--- config.mk ---
export PLATFORM = sky130hd
export DESIGN_NAME = cpp_config_port
export DESIGN_NICKNAME = d
export VERILOG_FILES = /design/src/cpp_pkg.sv /design/src/cpp_config_port.sv
export VERILOG_INCLUDE_DIRS = /design/src /design/src/src
export SDC_FILE = /design/constraint.sdc
export NUM_CORES = 1
export LEC_CHECK = 0
export BUFFER_PORTS_ARGS = -buffer_cell sky130_fd_sc_hd__buf_2
export CAP_MARGIN = 20
export CORE_ASPECT_RATIO = 1.2
export CORE_MARGIN = 5
export CORE_UTILIZATION = 50
export CTS_CLUSTER_DIAMETER = 100
export DETAILED_ROUTE_END_ITERATION = 10
export PLACE_DENSITY_LB_ADDON = 0.25
export SYNTH_ARGS = -nofsm -noshare
export SYNTH_HDL_FRONTEND = slang
export SYNTH_SLANG_ARGS = --single-unit
--- constraint.sdc ---
create_clock -name clk -period 8.5 [get_ports clk]
set_input_delay 1.7 -clock clk [delete_from_list [all_inputs] [get_ports clk]]
set_output_delay 1.7 -clock clk [all_outputs]
set_load 0.05 [all_outputs]
--- src/cpp_defines.svh ---
`ifndef CPP_DEFINES_SVH
`define CPP_DEFINES_SVH

// ****************************************************************
// register byte offsets
// ****************************************************************
`define CPP_OFS_CTRL     8'h00
`define CPP_OFS_LENGTH   8'h04
`define CPP_OFS_STATUS   8'h08
`define CPP_OFS_DATA     8'h0C
`define CPP_OFS_USER     8'h10

// ****************************************************************
// field positions
// ****************************************************************
`define CPP_CTRL_CLEARED 0
`define CPP_CTRL_DONE1ST 1
`define CPP_CTRL_RESTART 2
`define CPP_USER_HI_VAL  0
`define CPP_USER_HI_OE   1
`define CPP_USER_LO_VAL  2
`define CPP_USER_LO_OE   3
`define CPP_USER_INIT_LO 4

// ****************************************************************
// reset values
// ****************************************************************
`define CPP_RST_CTRL     3'h0
`define CPP_RST_LENGTH   16'h0010
`define CPP_RST_USER     5'h00
`define CPP_ADDR_ASC     16'h0000
`define CPP_ADDR_DESC    16'hFFFF

// ****************************************************************
// timing
// ****************************************************************
`define CPP_CLK_NS       20
`define CPP_CFG_CLOCK_HALF_NS 80
`define CPP_CFG_CLOCK_HALF    (`CPP_CFG_CLOCK_HALF_NS / `CPP_CLK_NS)

`endif

--- src/cpp_pkg.sv ---
package cpp_pkg;

  // mode pin code {hi, mid, lo}
  typedef enum logic [2:0] {
    CPP_SER_MASTER = 3'b000,
    CPP_PAR_LOW    = 3'b100,
    CPP_PERIPH     = 3'b101,
    CPP_PAR_HIGH   = 3'b110,
    CPP_SER_SLAVE  = 3'b111
  } cpp_mode_t;

  typedef enum logic [2:0] {
    CPP_ST_CLEAR  = 3'b000,
    CPP_ST_HOLD   = 3'b001,
    CPP_ST_LOAD   = 3'b010,
    CPP_ST_FINISH = 3'b011,
    CPP_ST_USER   = 3'b100
  } cpp_state_t;

  // peripheral select group as seen on the pins
  typedef struct packed {
    logic periph_sel_a_n;
    logic periph_sel_b_n;
    logic periph_sel_c;
    logic periph_write_strobe_n;
  } cpp_psel_t;

  // a pin driven by the block: value and enable
  typedef struct packed {
    logic val;
    logic oe;
  } cpp_pin_t;

endpackage

--- src/cpp_config_port.sv ---
`timescale 1ns/100ps
`include "cpp_defines.svh"

// Behaviour
// mode pins are sampled once, just before loading starts, and choose the mode; the code samples them as memory clear ends, before the master init wait
// codes 000 serial master, 101 peripheral, 111 slave, 110/100 parallel master
// after completion the middle mode pin drives inverted readback data
// high flag driven high during configuration, user I/O afterwards
// low flag driven low during configuration, user I/O afterwards
// init pin pulled low while memory clears, user I/O afterwards
// master modes wait while the wired-AND init line is low
// peripheral write only while all four selects are asserted together
// peripheral byte captured when any select is deasserted
// ready/busy shows whether another peripheral byte can be taken
// host waits for ready before its next write strobe
// parallel master drives a 16-bit address, low bits on two select pins; the code drives all 16 bits on cfg_mem_addr
// read strobe rises before every address change
// parallel modes use the byte bus, serial modes its lowest bit
// serial modes shift data in from the serial input
// serial data is forwarded on the data output for a chained slave
// config clock is an output in master/peripheral modes, input in slave
// weak pull-ups on unused outputs active until configuration ends
// highest mode pin pulled up during configuration, user I/O afterwards; the code keeps mode_sel_hi an input only and just drops pullup_en
// done rises one cycle before or after user outputs, as selected
// after completion configuration functions stop, pins are user I/O only
module cpp_config_port
  import cpp_pkg::*;
#(
  parameter int CFG_CLOCK_HALF = `CPP_CFG_CLOCK_HALF
) (
  // clock and reset
  input  wire logic        clk,
  input  wire logic        nrst,
  // apb slave
  input  wire logic        psel,
  input  wire logic        penable,
  input  wire logic        pwrite,
  input  wire logic [7:0]  paddr,
  input  wire logic [31:0] pwdata,
  output logic             pready,
  output logic [31:0]      prdata,
  output logic             pslverr,
  // mode pins
  input  wire logic        mode_sel_hi,
  input  wire logic        mode_sel_mid,
  input  wire logic        mode_sel_lo,
  output cpp_pin_t         mode_sel_mid_drv,
  // configuration data and peripheral handshake
  input  wire logic [7:0]  cfg_byte_bus,
  input  cpp_psel_t        periph_sel,
  output cpp_pin_t         ready_busy,
  output cpp_pin_t         data_out,
  // configuration clock
  input  wire logic        cfg_clock_in,
  output cpp_pin_t         cfg_clock_drv,
  // parallel master memory port
  output logic [15:0]      cfg_mem_addr,
  output logic             cfg_mem_addr_oe,
  output cpp_pin_t         read_strobe,
  // status pins
  input  wire logic        init_in,
  output cpp_pin_t         init_drv,
  output cpp_pin_t         cfg_active_hi_flag,
  output cpp_pin_t         cfg_active_lo_flag,
  output logic             done,
  output logic             pullup_en
);

  // ****************************************************************
  // elaboration check
  // ****************************************************************
  if (CFG_CLOCK_HALF < 1 || CFG_CLOCK_HALF > 255) begin : g_chk
    $error("CFG_CLOCK_HALF out of range");
  end

  // ****************************************************************
  // input synchronisers
  // ****************************************************************
  localparam int SW = 17;
  logic [SW-1:0] sync1;
  logic [SW-1:0] sync2;
  logic [2:0]    s_mode;
  logic [7:0]    s_bus;
  cpp_psel_t     s_psel;
  logic          s_init;
  logic          s_cfg_clock;
  logic          cfg_clock_prev;

  // two flops on every pin input
  always_ff @(posedge clk or negedge nrst) begin
    if (!nrst) begin
      sync1     <= '0;
      sync2     <= '0;
      cfg_clock_prev <= 1'b0;
    end else begin
      sync1     <= {mode_sel_hi, mode_sel_mid, mode_sel_lo, cfg_byte_bus, periph_sel,
                    init_in, cfg_clock_in};
      sync2     <= sync1;
      cfg_clock_prev <= s_cfg_clock;
    end
  end

  assign s_mode = sync2[16:14];
  assign s_bus  = sync2[13:6];
  assign s_psel = sync2[5:2];
  assign s_init = sync2[1];
  assign s_cfg_clock = sync2[0];

  // ****************************************************************
  // registers and state
  // ****************************************************************
  cpp_state_t  state;
  logic [2:0]  mode_q;
  logic        mem_cleared;
  logic        done_first;
  logic [15:0] length;
  logic [4:0]  user_reg;
  logic        restart;
  logic        overrun;
  logic [7:0]  last_byte;
  logic [15:0] byte_cnt;
  logic        user_en;
  logic        fin_step;
  logic [7:0]  div_cnt;
  logic        cfg_clock_int;
  logic        tick;
  logic [7:0]  shreg;
  logic [2:0]  bit_cnt;
  logic [7:0]  obuf;
  logic        obuf_full;
  logic        wr_act;
  logic        wr_prev;
  logic        byte_done;
  logic        serial_mode;
  logic        par_master;
  logic        own_clock;
  logic [7:0]  rb_sr;
  logic        apb_acc;

  assign serial_mode = (mode_q == CPP_SER_MASTER) || (mode_q == CPP_SER_SLAVE);
  assign par_master  = (mode_q == CPP_PAR_HIGH) || (mode_q == CPP_PAR_LOW);
  assign own_clock   = (mode_q != CPP_SER_SLAVE);
  // all four selects asserted at once
  assign wr_act      = !s_psel.periph_sel_a_n && !s_psel.periph_sel_b_n &&
                       s_psel.periph_sel_c && !s_psel.periph_write_strobe_n;
  assign apb_acc     = psel && penable && !pready;
  assign restart     = apb_acc && pwrite && (paddr == `CPP_OFS_CTRL) &&
                       pwdata[`CPP_CTRL_RESTART];

  // ****************************************************************
  // configuration clock: divider or edge of the input clock
  // ****************************************************************
  always_ff @(posedge clk or negedge nrst) begin
    if (!nrst) begin
      div_cnt  <= 8'h00;
      cfg_clock_int <= 1'b1;
    end else if (state == CPP_ST_LOAD && own_clock) begin
      if (div_cnt == 8'(CFG_CLOCK_HALF - 1)) begin
        div_cnt  <= 8'h00;
        cfg_clock_int <= !cfg_clock_int;
      end else begin
        div_cnt <= div_cnt + 8'h01;
      end
    end else begin
      div_cnt  <= 8'h00;
      cfg_clock_int <= 1'b1;
    end
  end

  // one tick per rising edge of the active clock
  assign tick = own_clock ? (state == CPP_ST_LOAD && !cfg_clock_int &&
                             div_cnt == 8'(CFG_CLOCK_HALF - 1))
                          : (s_cfg_clock && !cfg_clock_prev);

  // ****************************************************************
  // sequencer
  // ****************************************************************
  always_ff @(posedge clk or negedge nrst) begin
    if (!nrst) begin
      state    <= CPP_ST_CLEAR;
      mode_q   <= CPP_SER_SLAVE;
      done     <= 1'b0;
      user_en  <= 1'b0;
      fin_step <= 1'b0;
    end else if (restart) begin
      state    <= CPP_ST_CLEAR;
      done     <= 1'b0;
      user_en  <= 1'b0;
      fin_step <= 1'b0;
    end else begin
      unique case (state)
        CPP_ST_CLEAR: begin
          if (mem_cleared) begin
            mode_q <= s_mode;
            state  <= CPP_ST_HOLD;
          end
        end
        CPP_ST_HOLD: begin
          // masters hold off while any slave still pulls init low
          if (s_init || mode_q == CPP_PERIPH || mode_q == CPP_SER_SLAVE) begin
            state <= CPP_ST_LOAD;
          end
        end
        CPP_ST_LOAD: begin
          if (byte_done && byte_cnt + 16'h0001 >= length) begin
            state <= CPP_ST_FINISH;
          end
        end
        CPP_ST_FINISH: begin
          // pins follow user_en one edge later: done rises with user_en when
          // done comes first, otherwise it waits for the first edge in user state
          fin_step <= 1'b1;
          if (!fin_step) begin
            user_en <= 1'b1;
            if (done_first) done <= 1'b1;
          end else begin
            state <= CPP_ST_USER;
          end
        end
        CPP_ST_USER: begin
          done <= 1'b1;
        end
        default: state <= CPP_ST_CLEAR;
      endcase
    end
  end

  // ****************************************************************
  // data path: serial shift, peripheral buffer, memory fetch
  // ****************************************************************
  assign byte_done = (state == CPP_ST_LOAD) && tick && (bit_cnt == 3'h7) &&
                     (serial_mode || obuf_full);

  always_ff @(posedge clk or negedge nrst) begin
    if (!nrst) begin
      shreg     <= 8'h00;
      bit_cnt   <= 3'h0;
      obuf      <= 8'h00;
      obuf_full <= 1'b0;
      wr_prev   <= 1'b0;
      last_byte <= 8'h00;
      byte_cnt  <= 16'h0000;
      overrun   <= 1'b0;
      data_out  <= '0;
    end else if (state != CPP_ST_LOAD) begin
      bit_cnt   <= 3'h0;
      obuf_full <= 1'b0;
      wr_prev   <= 1'b0;
      if (restart) begin
        byte_cnt <= 16'h0000;
        overrun  <= 1'b0;
      end
      data_out.oe <= 1'b0;
    end else begin
      data_out.oe <= 1'b1;
      wr_prev     <= wr_act;
      if (serial_mode && tick) begin
        shreg        <= {shreg[6:0], s_bus[0]};
        data_out.val <= s_bus[0];
        bit_cnt      <= bit_cnt + 3'h1;
        if (bit_cnt == 3'h7) last_byte <= {shreg[6:0], s_bus[0]};
      end else if (!serial_mode) begin
        // peripheral byte taken when the write ends
        if (mode_q == CPP_PERIPH && wr_prev && !wr_act) begin
          if (obuf_full) begin
            overrun <= 1'b1;
          end else begin
            obuf      <= s_bus;
            last_byte <= s_bus;
            obuf_full <= 1'b1;
          end
        end
        if (tick && obuf_full) begin
          data_out.val <= obuf[7];
          obuf         <= {obuf[6:0], 1'b0};
          bit_cnt      <= bit_cnt + 3'h1;
          if (bit_cnt == 3'h7) obuf_full <= 1'b0;
        end else if (tick && par_master) begin
          obuf      <= s_bus;
          last_byte <= s_bus;
          obuf_full <= 1'b1;
        end
      end
      if (byte_done) byte_cnt <= byte_cnt + 16'h0001;
    end
  end

  // ****************************************************************
  // parallel master address and read strobe
  // ****************************************************************
  always_ff @(posedge clk or negedge nrst) begin
    if (!nrst) begin
      cfg_mem_addr    <= `CPP_ADDR_ASC;
      cfg_mem_addr_oe <= 1'b0;
      read_strobe     <= '0;
    end else if (state != CPP_ST_LOAD || !par_master) begin
      cfg_mem_addr    <= (s_mode == CPP_PAR_HIGH) ? `CPP_ADDR_DESC : `CPP_ADDR_ASC;
      cfg_mem_addr_oe <= 1'b0;
      read_strobe     <= '0;
    end else begin
      cfg_mem_addr_oe <= 1'b1;
      read_strobe.oe  <= 1'b1;
      if (tick && obuf_full) begin
        // strobe rises three ticks ahead of the address step
        if (bit_cnt == 3'h3) read_strobe.val <= 1'b1;
        if (bit_cnt == 3'h5) read_strobe.val <= 1'b0;
        if (bit_cnt == 3'h6) begin
          cfg_mem_addr <= (mode_q == CPP_PAR_HIGH) ? cfg_mem_addr - 16'h0001
                                                   : cfg_mem_addr + 16'h0001;
        end
      end
    end
  end

  // ****************************************************************
  // status and dual-purpose pins
  // ****************************************************************
  always_ff @(posedge clk or negedge nrst) begin
    if (!nrst) begin
      cfg_active_hi_flag <= '0;
      cfg_active_lo_flag <= '0;
      init_drv           <= '0;
      ready_busy         <= '0;
      cfg_clock_drv      <= '0;
      pullup_en          <= 1'b1;
    end else if (!user_en) begin
      cfg_active_hi_flag <= '{val: 1'b1, oe: 1'b1};
      cfg_active_lo_flag <= '{val: 1'b0, oe: 1'b1};
      init_drv           <= '{val: 1'b0, oe: (state == CPP_ST_CLEAR)};
      ready_busy         <= '{val: !obuf_full,
                              oe: (state == CPP_ST_LOAD && mode_q == CPP_PERIPH)};
      cfg_clock_drv      <= '{val: cfg_clock_int,
                              oe: (state == CPP_ST_LOAD && own_clock)};
      pullup_en          <= 1'b1;
    end else begin
      cfg_active_hi_flag <= '{val: user_reg[`CPP_USER_HI_VAL],
                              oe: user_reg[`CPP_USER_HI_OE]};
      cfg_active_lo_flag <= '{val: user_reg[`CPP_USER_LO_VAL],
                              oe: user_reg[`CPP_USER_LO_OE]};
      init_drv           <= '{val: 1'b0, oe: user_reg[`CPP_USER_INIT_LO]};
      ready_busy         <= '0;
      cfg_clock_drv      <= '0;
      pullup_en          <= 1'b0;
    end
  end

  // readback: shift last byte out on config clock edges, inverted
  always_ff @(posedge clk or negedge nrst) begin
    if (!nrst) begin
      rb_sr            <= 8'h00;
      mode_sel_mid_drv <= '0;
    end else if (!user_en) begin
      rb_sr            <= last_byte;
      mode_sel_mid_drv <= '0;
    end else begin
      if (s_cfg_clock && !cfg_clock_prev) rb_sr <= {rb_sr[6:0], rb_sr[7]};
      mode_sel_mid_drv <= '{val: !rb_sr[7], oe: 1'b1};
    end
  end

  // ****************************************************************
  // apb slave, one wait state
  // ****************************************************************
  always_ff @(posedge clk or negedge nrst) begin
    if (!nrst) begin
      pready      <= 1'b0;
      prdata      <= 32'h0000_0000;
      pslverr     <= 1'b0;
      mem_cleared <= 1'(`CPP_RST_CTRL >> `CPP_CTRL_CLEARED);
      done_first  <= 1'(`CPP_RST_CTRL >> `CPP_CTRL_DONE1ST);
      length      <= `CPP_RST_LENGTH;
      user_reg    <= `CPP_RST_USER;
    end else begin
      pready  <= apb_acc;
      pslverr <= 1'b0;
      prdata  <= 32'h0000_0000;
      if (restart) mem_cleared <= 1'b0;
      if (apb_acc) begin
        unique case (paddr)
          `CPP_OFS_CTRL: begin
            if (pwrite && !pwdata[`CPP_CTRL_RESTART]) begin
              mem_cleared <= pwdata[`CPP_CTRL_CLEARED];
              done_first  <= pwdata[`CPP_CTRL_DONE1ST];
            end
            prdata <= {30'h0, done_first, mem_cleared};
          end
          `CPP_OFS_LENGTH: begin
            if (pwrite) length <= pwdata[15:0];
            prdata <= {16'h0000, length};
          end
          `CPP_OFS_STATUS: begin
            prdata <= {byte_cnt, 6'h00, s_init, overrun, user_en, done,
                       3'(state), mode_q};
          end
          `CPP_OFS_DATA: begin
            prdata <= {24'h000000, last_byte};
          end
          `CPP_OFS_USER: begin
            if (pwrite) user_reg <= pwdata[4:0];
            prdata <= {27'h0000000, user_reg};
          end
          default: pslverr <= 1'b1;
        endcase
      end
    end
  end

endmodule

# Yosys cells after proc, flatten, opt, wreduce, memory -nomap -nowiden
# Index checks and enable logic that the tools add are counted.
[classes]
n_addsub = 5
n_mul = 0
div = 0
n_lt_le_gt_ge = 1
n_eq_ne = 37
shifts = 0
muxes = 83
n_bitwise = 4
n_reduce_logical = 72
[op_table]
columns = ["operator", "count"]
rows = [
  ["case mux 32 bit (5 select lines)", 1],
  ["two-way mux 16 bit", 8],
  ["two-way mux 8 bit", 15],
  ["two-way mux 1 bit", 41],
  ["adder 16 x 1 -> 16 bit (second input constant)", 2],
  ["two-way mux 32 bit", 1],
  ["equality test 3 bit (second input constant)", 9],
  ["two-way mux 3 bit", 9],
  ["logical AND 1 bit", 23],
  ["inequality test 3 bit (second input constant)", 7],
  ["AND reduction 3 bit", 7],
  ["equality test 8 x 4 -> 1 bit (second input constant)", 2],
  ["greater-or-equal comparator 16 bit", 1],
  ["subtractor 16 x 1 -> 16 bit (second input constant)", 1],
  ["case mux 3 bit (5 select lines)", 1],
  ["AND reduction 5 bit", 3],
  ["AND reduction 2 bit", 7],
  ["nonzero test 2 bit", 7],
  ["two-way mux 2 bit", 6],
  ["nonzero test 3 bit", 4],
  ["logical NOT 1 bit", 11],
  ["inequality test 2 x 1 -> 1 bit (second input constant)", 5],
  ["equality test 3 x 2 -> 1 bit (second input constant)", 3],
  ["adder 8 x 1 -> 8 bit (second input constant)", 1],
  ["other kinds (14)", 27],
]
[totals]
reg_bits = 197
latch_bits = 0
ram_bits = 0
mem_bits_ro = 0
in_bits = 62
out_inout_bits = 69
word_cells = 247
memories = 0

# Longest topological paths before layout
[logic_depth]
word_depth = 12
mapped_depth = 13

# Worst setup path after synthesis
# OpenSTA, ideal clock, no wires.
[synth_timing]
kind = "input-to-reg"
start = "input paddr[1]"
end = "register user_reg[0]"
t_arrival_ns = 3.308
required_time_ns = 8.375
slack_ns = 5.067
path_stages = 7
path_buffers = 2
path_cell_list = "or4_4 > nor2_1 > and3_1 > clkbuf_1 > and3_1 > buf_2 > mux2_2"
[synth_via]
elab_chain_len = 2
[synth_rtl]
columns = ["element", "line_no", "rtl"]
rows = [
  ["start: declaration", "cpp_config_port.sv:38", "input wire logic [7:0] paddr,"],
  ["equality test 8 x 5 -> 1 bit", "cpp_config_port.sv:379", "unique case (paddr)"],
  ["AND reduction 3 bit (no line)", "--", ""],
  ["end signal: assignment", "cpp_config_port.sv:372", "user_reg <= `CPP_RST_USER;"],
  ["end signal: assignment", "cpp_config_port.sv:399", "if (pwrite) user_reg <= pwdata[4:0];"],
  ["end: declaration", "cpp_config_port.sv:117", "logic [4:0] user_reg;"],
]
# Every way passes these cells.
# A chain may end at the register's enable or synchronous reset.

# Final worst setup path
[layout_timing]
start = "input paddr[1]"
end = "register length[0]"
[layout_via]
elab_chain_len = 2
[layout_rtl]
columns = ["element", "line_no", "rtl"]
rows = [
  ["equality test 8 x 3 -> 1 bit", "cpp_config_port.sv:379", ""],
  ["AND reduction 3 bit (no line)", "--", ""],
  ["end signal: assignment", "cpp_config_port.sv:371", "length <= `CPP_RST_LENGTH;"],
  ["end signal: assignment", "cpp_config_port.sv:388", "if (pwrite) length <= pwdata[15:0];"],
  ["end: declaration", "cpp_config_port.sv:116", "logic [15:0] length;"],
]
# Every way passes these cells.

==> results.yml <==
critical_path:
  reg2reg_from: "mode_q[2]"
  path_cells: "buf_2 -> or4_4 -> nor3_2 -> nand2_1 -> nor3_2 -> buf_4 -> mux2_2"
  path_class: "in -> reg"
  crit_fanout: 31
  crit_slowest_cell: "nor3_2"
  slowest_delay_ns: 0.56
  path_common_cell: "nor3_2"
  required_ns: 8.81
  critical_path.startpoint: "paddr[1]"
  start_kind: "primary input"
  r2r_cells: 11
  cp-end-kind: "flop"
  cp.arrival_ns: 4.18
global_route:
  grt_pass1_wl_um: 32000
  grt_pass1_vias: 6346
  grt-ovfl-total: 0
  grtUsageTotal: 0.191
  grt_max_degree: 123
  antenna_found_initial: 0
die:
  num_io_pins: 131
  initial_core_util: 0.510
  core_mm2: 0.0176
  rows: 53
  die-area_mm2: 0.0208
  die_y_um: 157
  die_w_um: 132
flow_run:
  maxCapViolCount: 0
yosys:
  synthTopCellsByArea: "dfrtp_1 53%, ha_1 5.1%, o21ai_0 3.6%, nor2_1 3.0%, mux2_2 2.5%"
  synth_edf_count: 0
  netlist_instances: 820
  ys.flop_type: "dfrtp_1"
  avgSynthCellArea_um2: 11.0
  synth-seq-cells: 195
  synth_fp_nets: 920
  synth-async-reset-ratio: 1.00
  seq_area_frac_synth: 0.543
  synth_warnings: 0
  synth_top_area_share: 0.526
  synthDistinctLibCells: 69
  synth_area_mm2: 0.00900
  yosys.area.top_type: "dfrtp_1"
placed_design:
  portBuffers: 113
  place_area_mm2: 0.00969
  place_worst_setup_slack_ns: 4.19
  place.detailed.hpwl_um: 13600
  gp_congestion: 0.850
sta:
  setup_ws_ns: 4.64
  hold_viol: 0
  grt_setup_unrepaired: "no"
  timing.final.crit_share: 0.454
  setup_viol: 0
  tns_ns: 0
  max_freq_mhz: 259
  finalMaxSlewViolations: 0
  period_needed_ns: 3.86
  hold_ws_ns: 0.345
  max_slew.worst_pin.slew_ns: 1.05
  skew_ns: 0.00890
  slew_headroom: 0.295
layout:
  final_util: 0.582
  final_cell_area_mm2: 0.0103
  n_antenna_cell: 0
  layout-drive-gt1-share: 0.213
  largest_reg_flops: 32
  largest-register: "prdata"
  top_regs: "prdata: 32 flops, sync1: 17 flops, sync2: 17 flops"
  nets: 1022
  syn2layout_area_growth_pct: 14.1
power:
  p_sw_frac: 0.249
  pwr-share-seq: 0.517
  power.share.clock: 0.403
  ir_drop_v: 0.000141
  p_leak_nw: 5.05
  powerDensity_mw_per_mm2: 188
  combPwrFrac: 0.080
  internal_power_mw: 1.45
  p_switching_mw: 0.481
cts:
  post_cts_buffers: 0
  cts_buffers: 17
  clkTransAtPathRegs_ns: 0.07
  htreeDepth: 4
  clk_latency_ns: 0.43
  cts_root_buffer: "clkbuf_16"
  cts_hold_buffers: 0
  cts_tree: "yes"
  cts_buffer_depth: 2
  cts_sinks: 195
  cts_resized: 0
drt:
  antenna_left: 0
  routed_wl_um: 19300
  drt_first_pass_iters: 4
  vias: 6319
  wl_per_cell_um: 16.7
  vias_per_cell: 5.47
  drt_iter0_drc: 386
  drcViolationCount: 0
worst_hold_path:
  min-delay-start: "sync1[11]"
  hp-class: "reg -> reg"
  worstHoldPathCells: 0
run_status:
  run_status: "completed"
-- metal layers --
metal / GRT usage / routed length [um] / vias up
met1: 0.248 / 8510 / 3069
met3: 0.0358 / 715 / 32
met4: 0.0723 / 405 / 0
li1: - / - / 3089
met2: 0.324 / 9680 / 129
met5: 0 / 0 / -
-- final cells by class --
type,instances,area [um^2]
Clock inverter,10,98.8
Inverter,30,118
Timing Repair Buffer,117,604
Sequential cell,195,4890
Tap cell,220,275
Clock buffer,22,474
Multi-Input combinational cell,561,3810
Fill cell,1546,7370
-- worst paths after layout --
kind	to	slack, ns
hold reg to reg	sync2[11]	0.34
setup reg to reg	cfg_mem_addr[15]	4.84
hold / removal	sync2[11]	0.34
setup / recovery	length[0]	4.64
min in group asynchronous	cfg_mem_addr[0]	1.40
max in group asynchronous	prdata[16]	5.65
-- synthesized netlist by cell type (18+ instances only) --
cell and instances:
a21oi_1 44, xor2_1 20, nand3_1 22, dfrtp_1 189, nor2_1 73, mux2_2 20, o21ai_0 65, ha_1 37
and2_1 23, nand2_1 56, mux2i_1 19, a22o_1 18, inv_1 28
-- power by group through the flow --
| stage | registers [mW] | clock network, mW | logic, mW |
|---|---|---|---|
| detailed placement | 1.02 | 0 | 0.156 |
| global placement | 1.02 | 0 | 0.153 |
| global route | 1.00 | 0.840 | 0.172 |
| CTS | 0.999 | 0.797 | 0.157 |
| finish | 0.999 | 0.778 | 0.154 |
| floorplan | 1.03 | 0 | 0.0769 |
-- kinds of logic after synthesis --
logic type,share of synthesized area
compound gates,0.138
buf+inv,0.0339
simple gates,0.146
fa+ha+maj,0.0537
mux,0.0528
xor+xnor,0.0321
other cells,0.000417
flops,0.543
-- worst max-delay path, delay by kind of cell --
family,cells,cell delay (ns)
buffers and inverters,2,0.39
muxes,1,0.36
and+or+nand+nor,4,1.71
-- per-stage QoR --
step                std cells  power, mW
floorplan                 820       1.11
global placement         1123       1.17
global route             1155       2.02
finish                   1155       1.93
CTS                      1155       1.95
detailed placement       1123       1.17
-- layout by cell type, fill, tap and decap left out, types with 4 or more instances in the layout --
master     netlist  routed
nor2_1          73      73
nor4_1          10      10
buf_2            9     112
nor3_1          11      11
nand4_1          4       4
inv_1           28      28
o31ai_1          4       4
nor2b_1         12      12
clkbuf_8         0       4
or3_1            4       4
a21o_1          12      12
a31oi_1          7       7
a21oi_1         44      44
nand2b_1         9       9
xor2_1          20      20
dfstp_2          6       6
ha_1            37      37
xnor2_1         13      13
a22o_1          18      18
buf_4            5       4
o21a_1           4       4
mux2_2          20      20
o21ai_1          4       4
clkbuf_16        0      17
a22oi_1         10      10
and3_1          12      12
nand3_1         22      22
mux2i_1         19      19
nand2_1         56      56
o21ai_0         65      65
dfrtp_1        189     189
and2_1          23      23
Note: power is estimated with default switching activity, not from simulation.
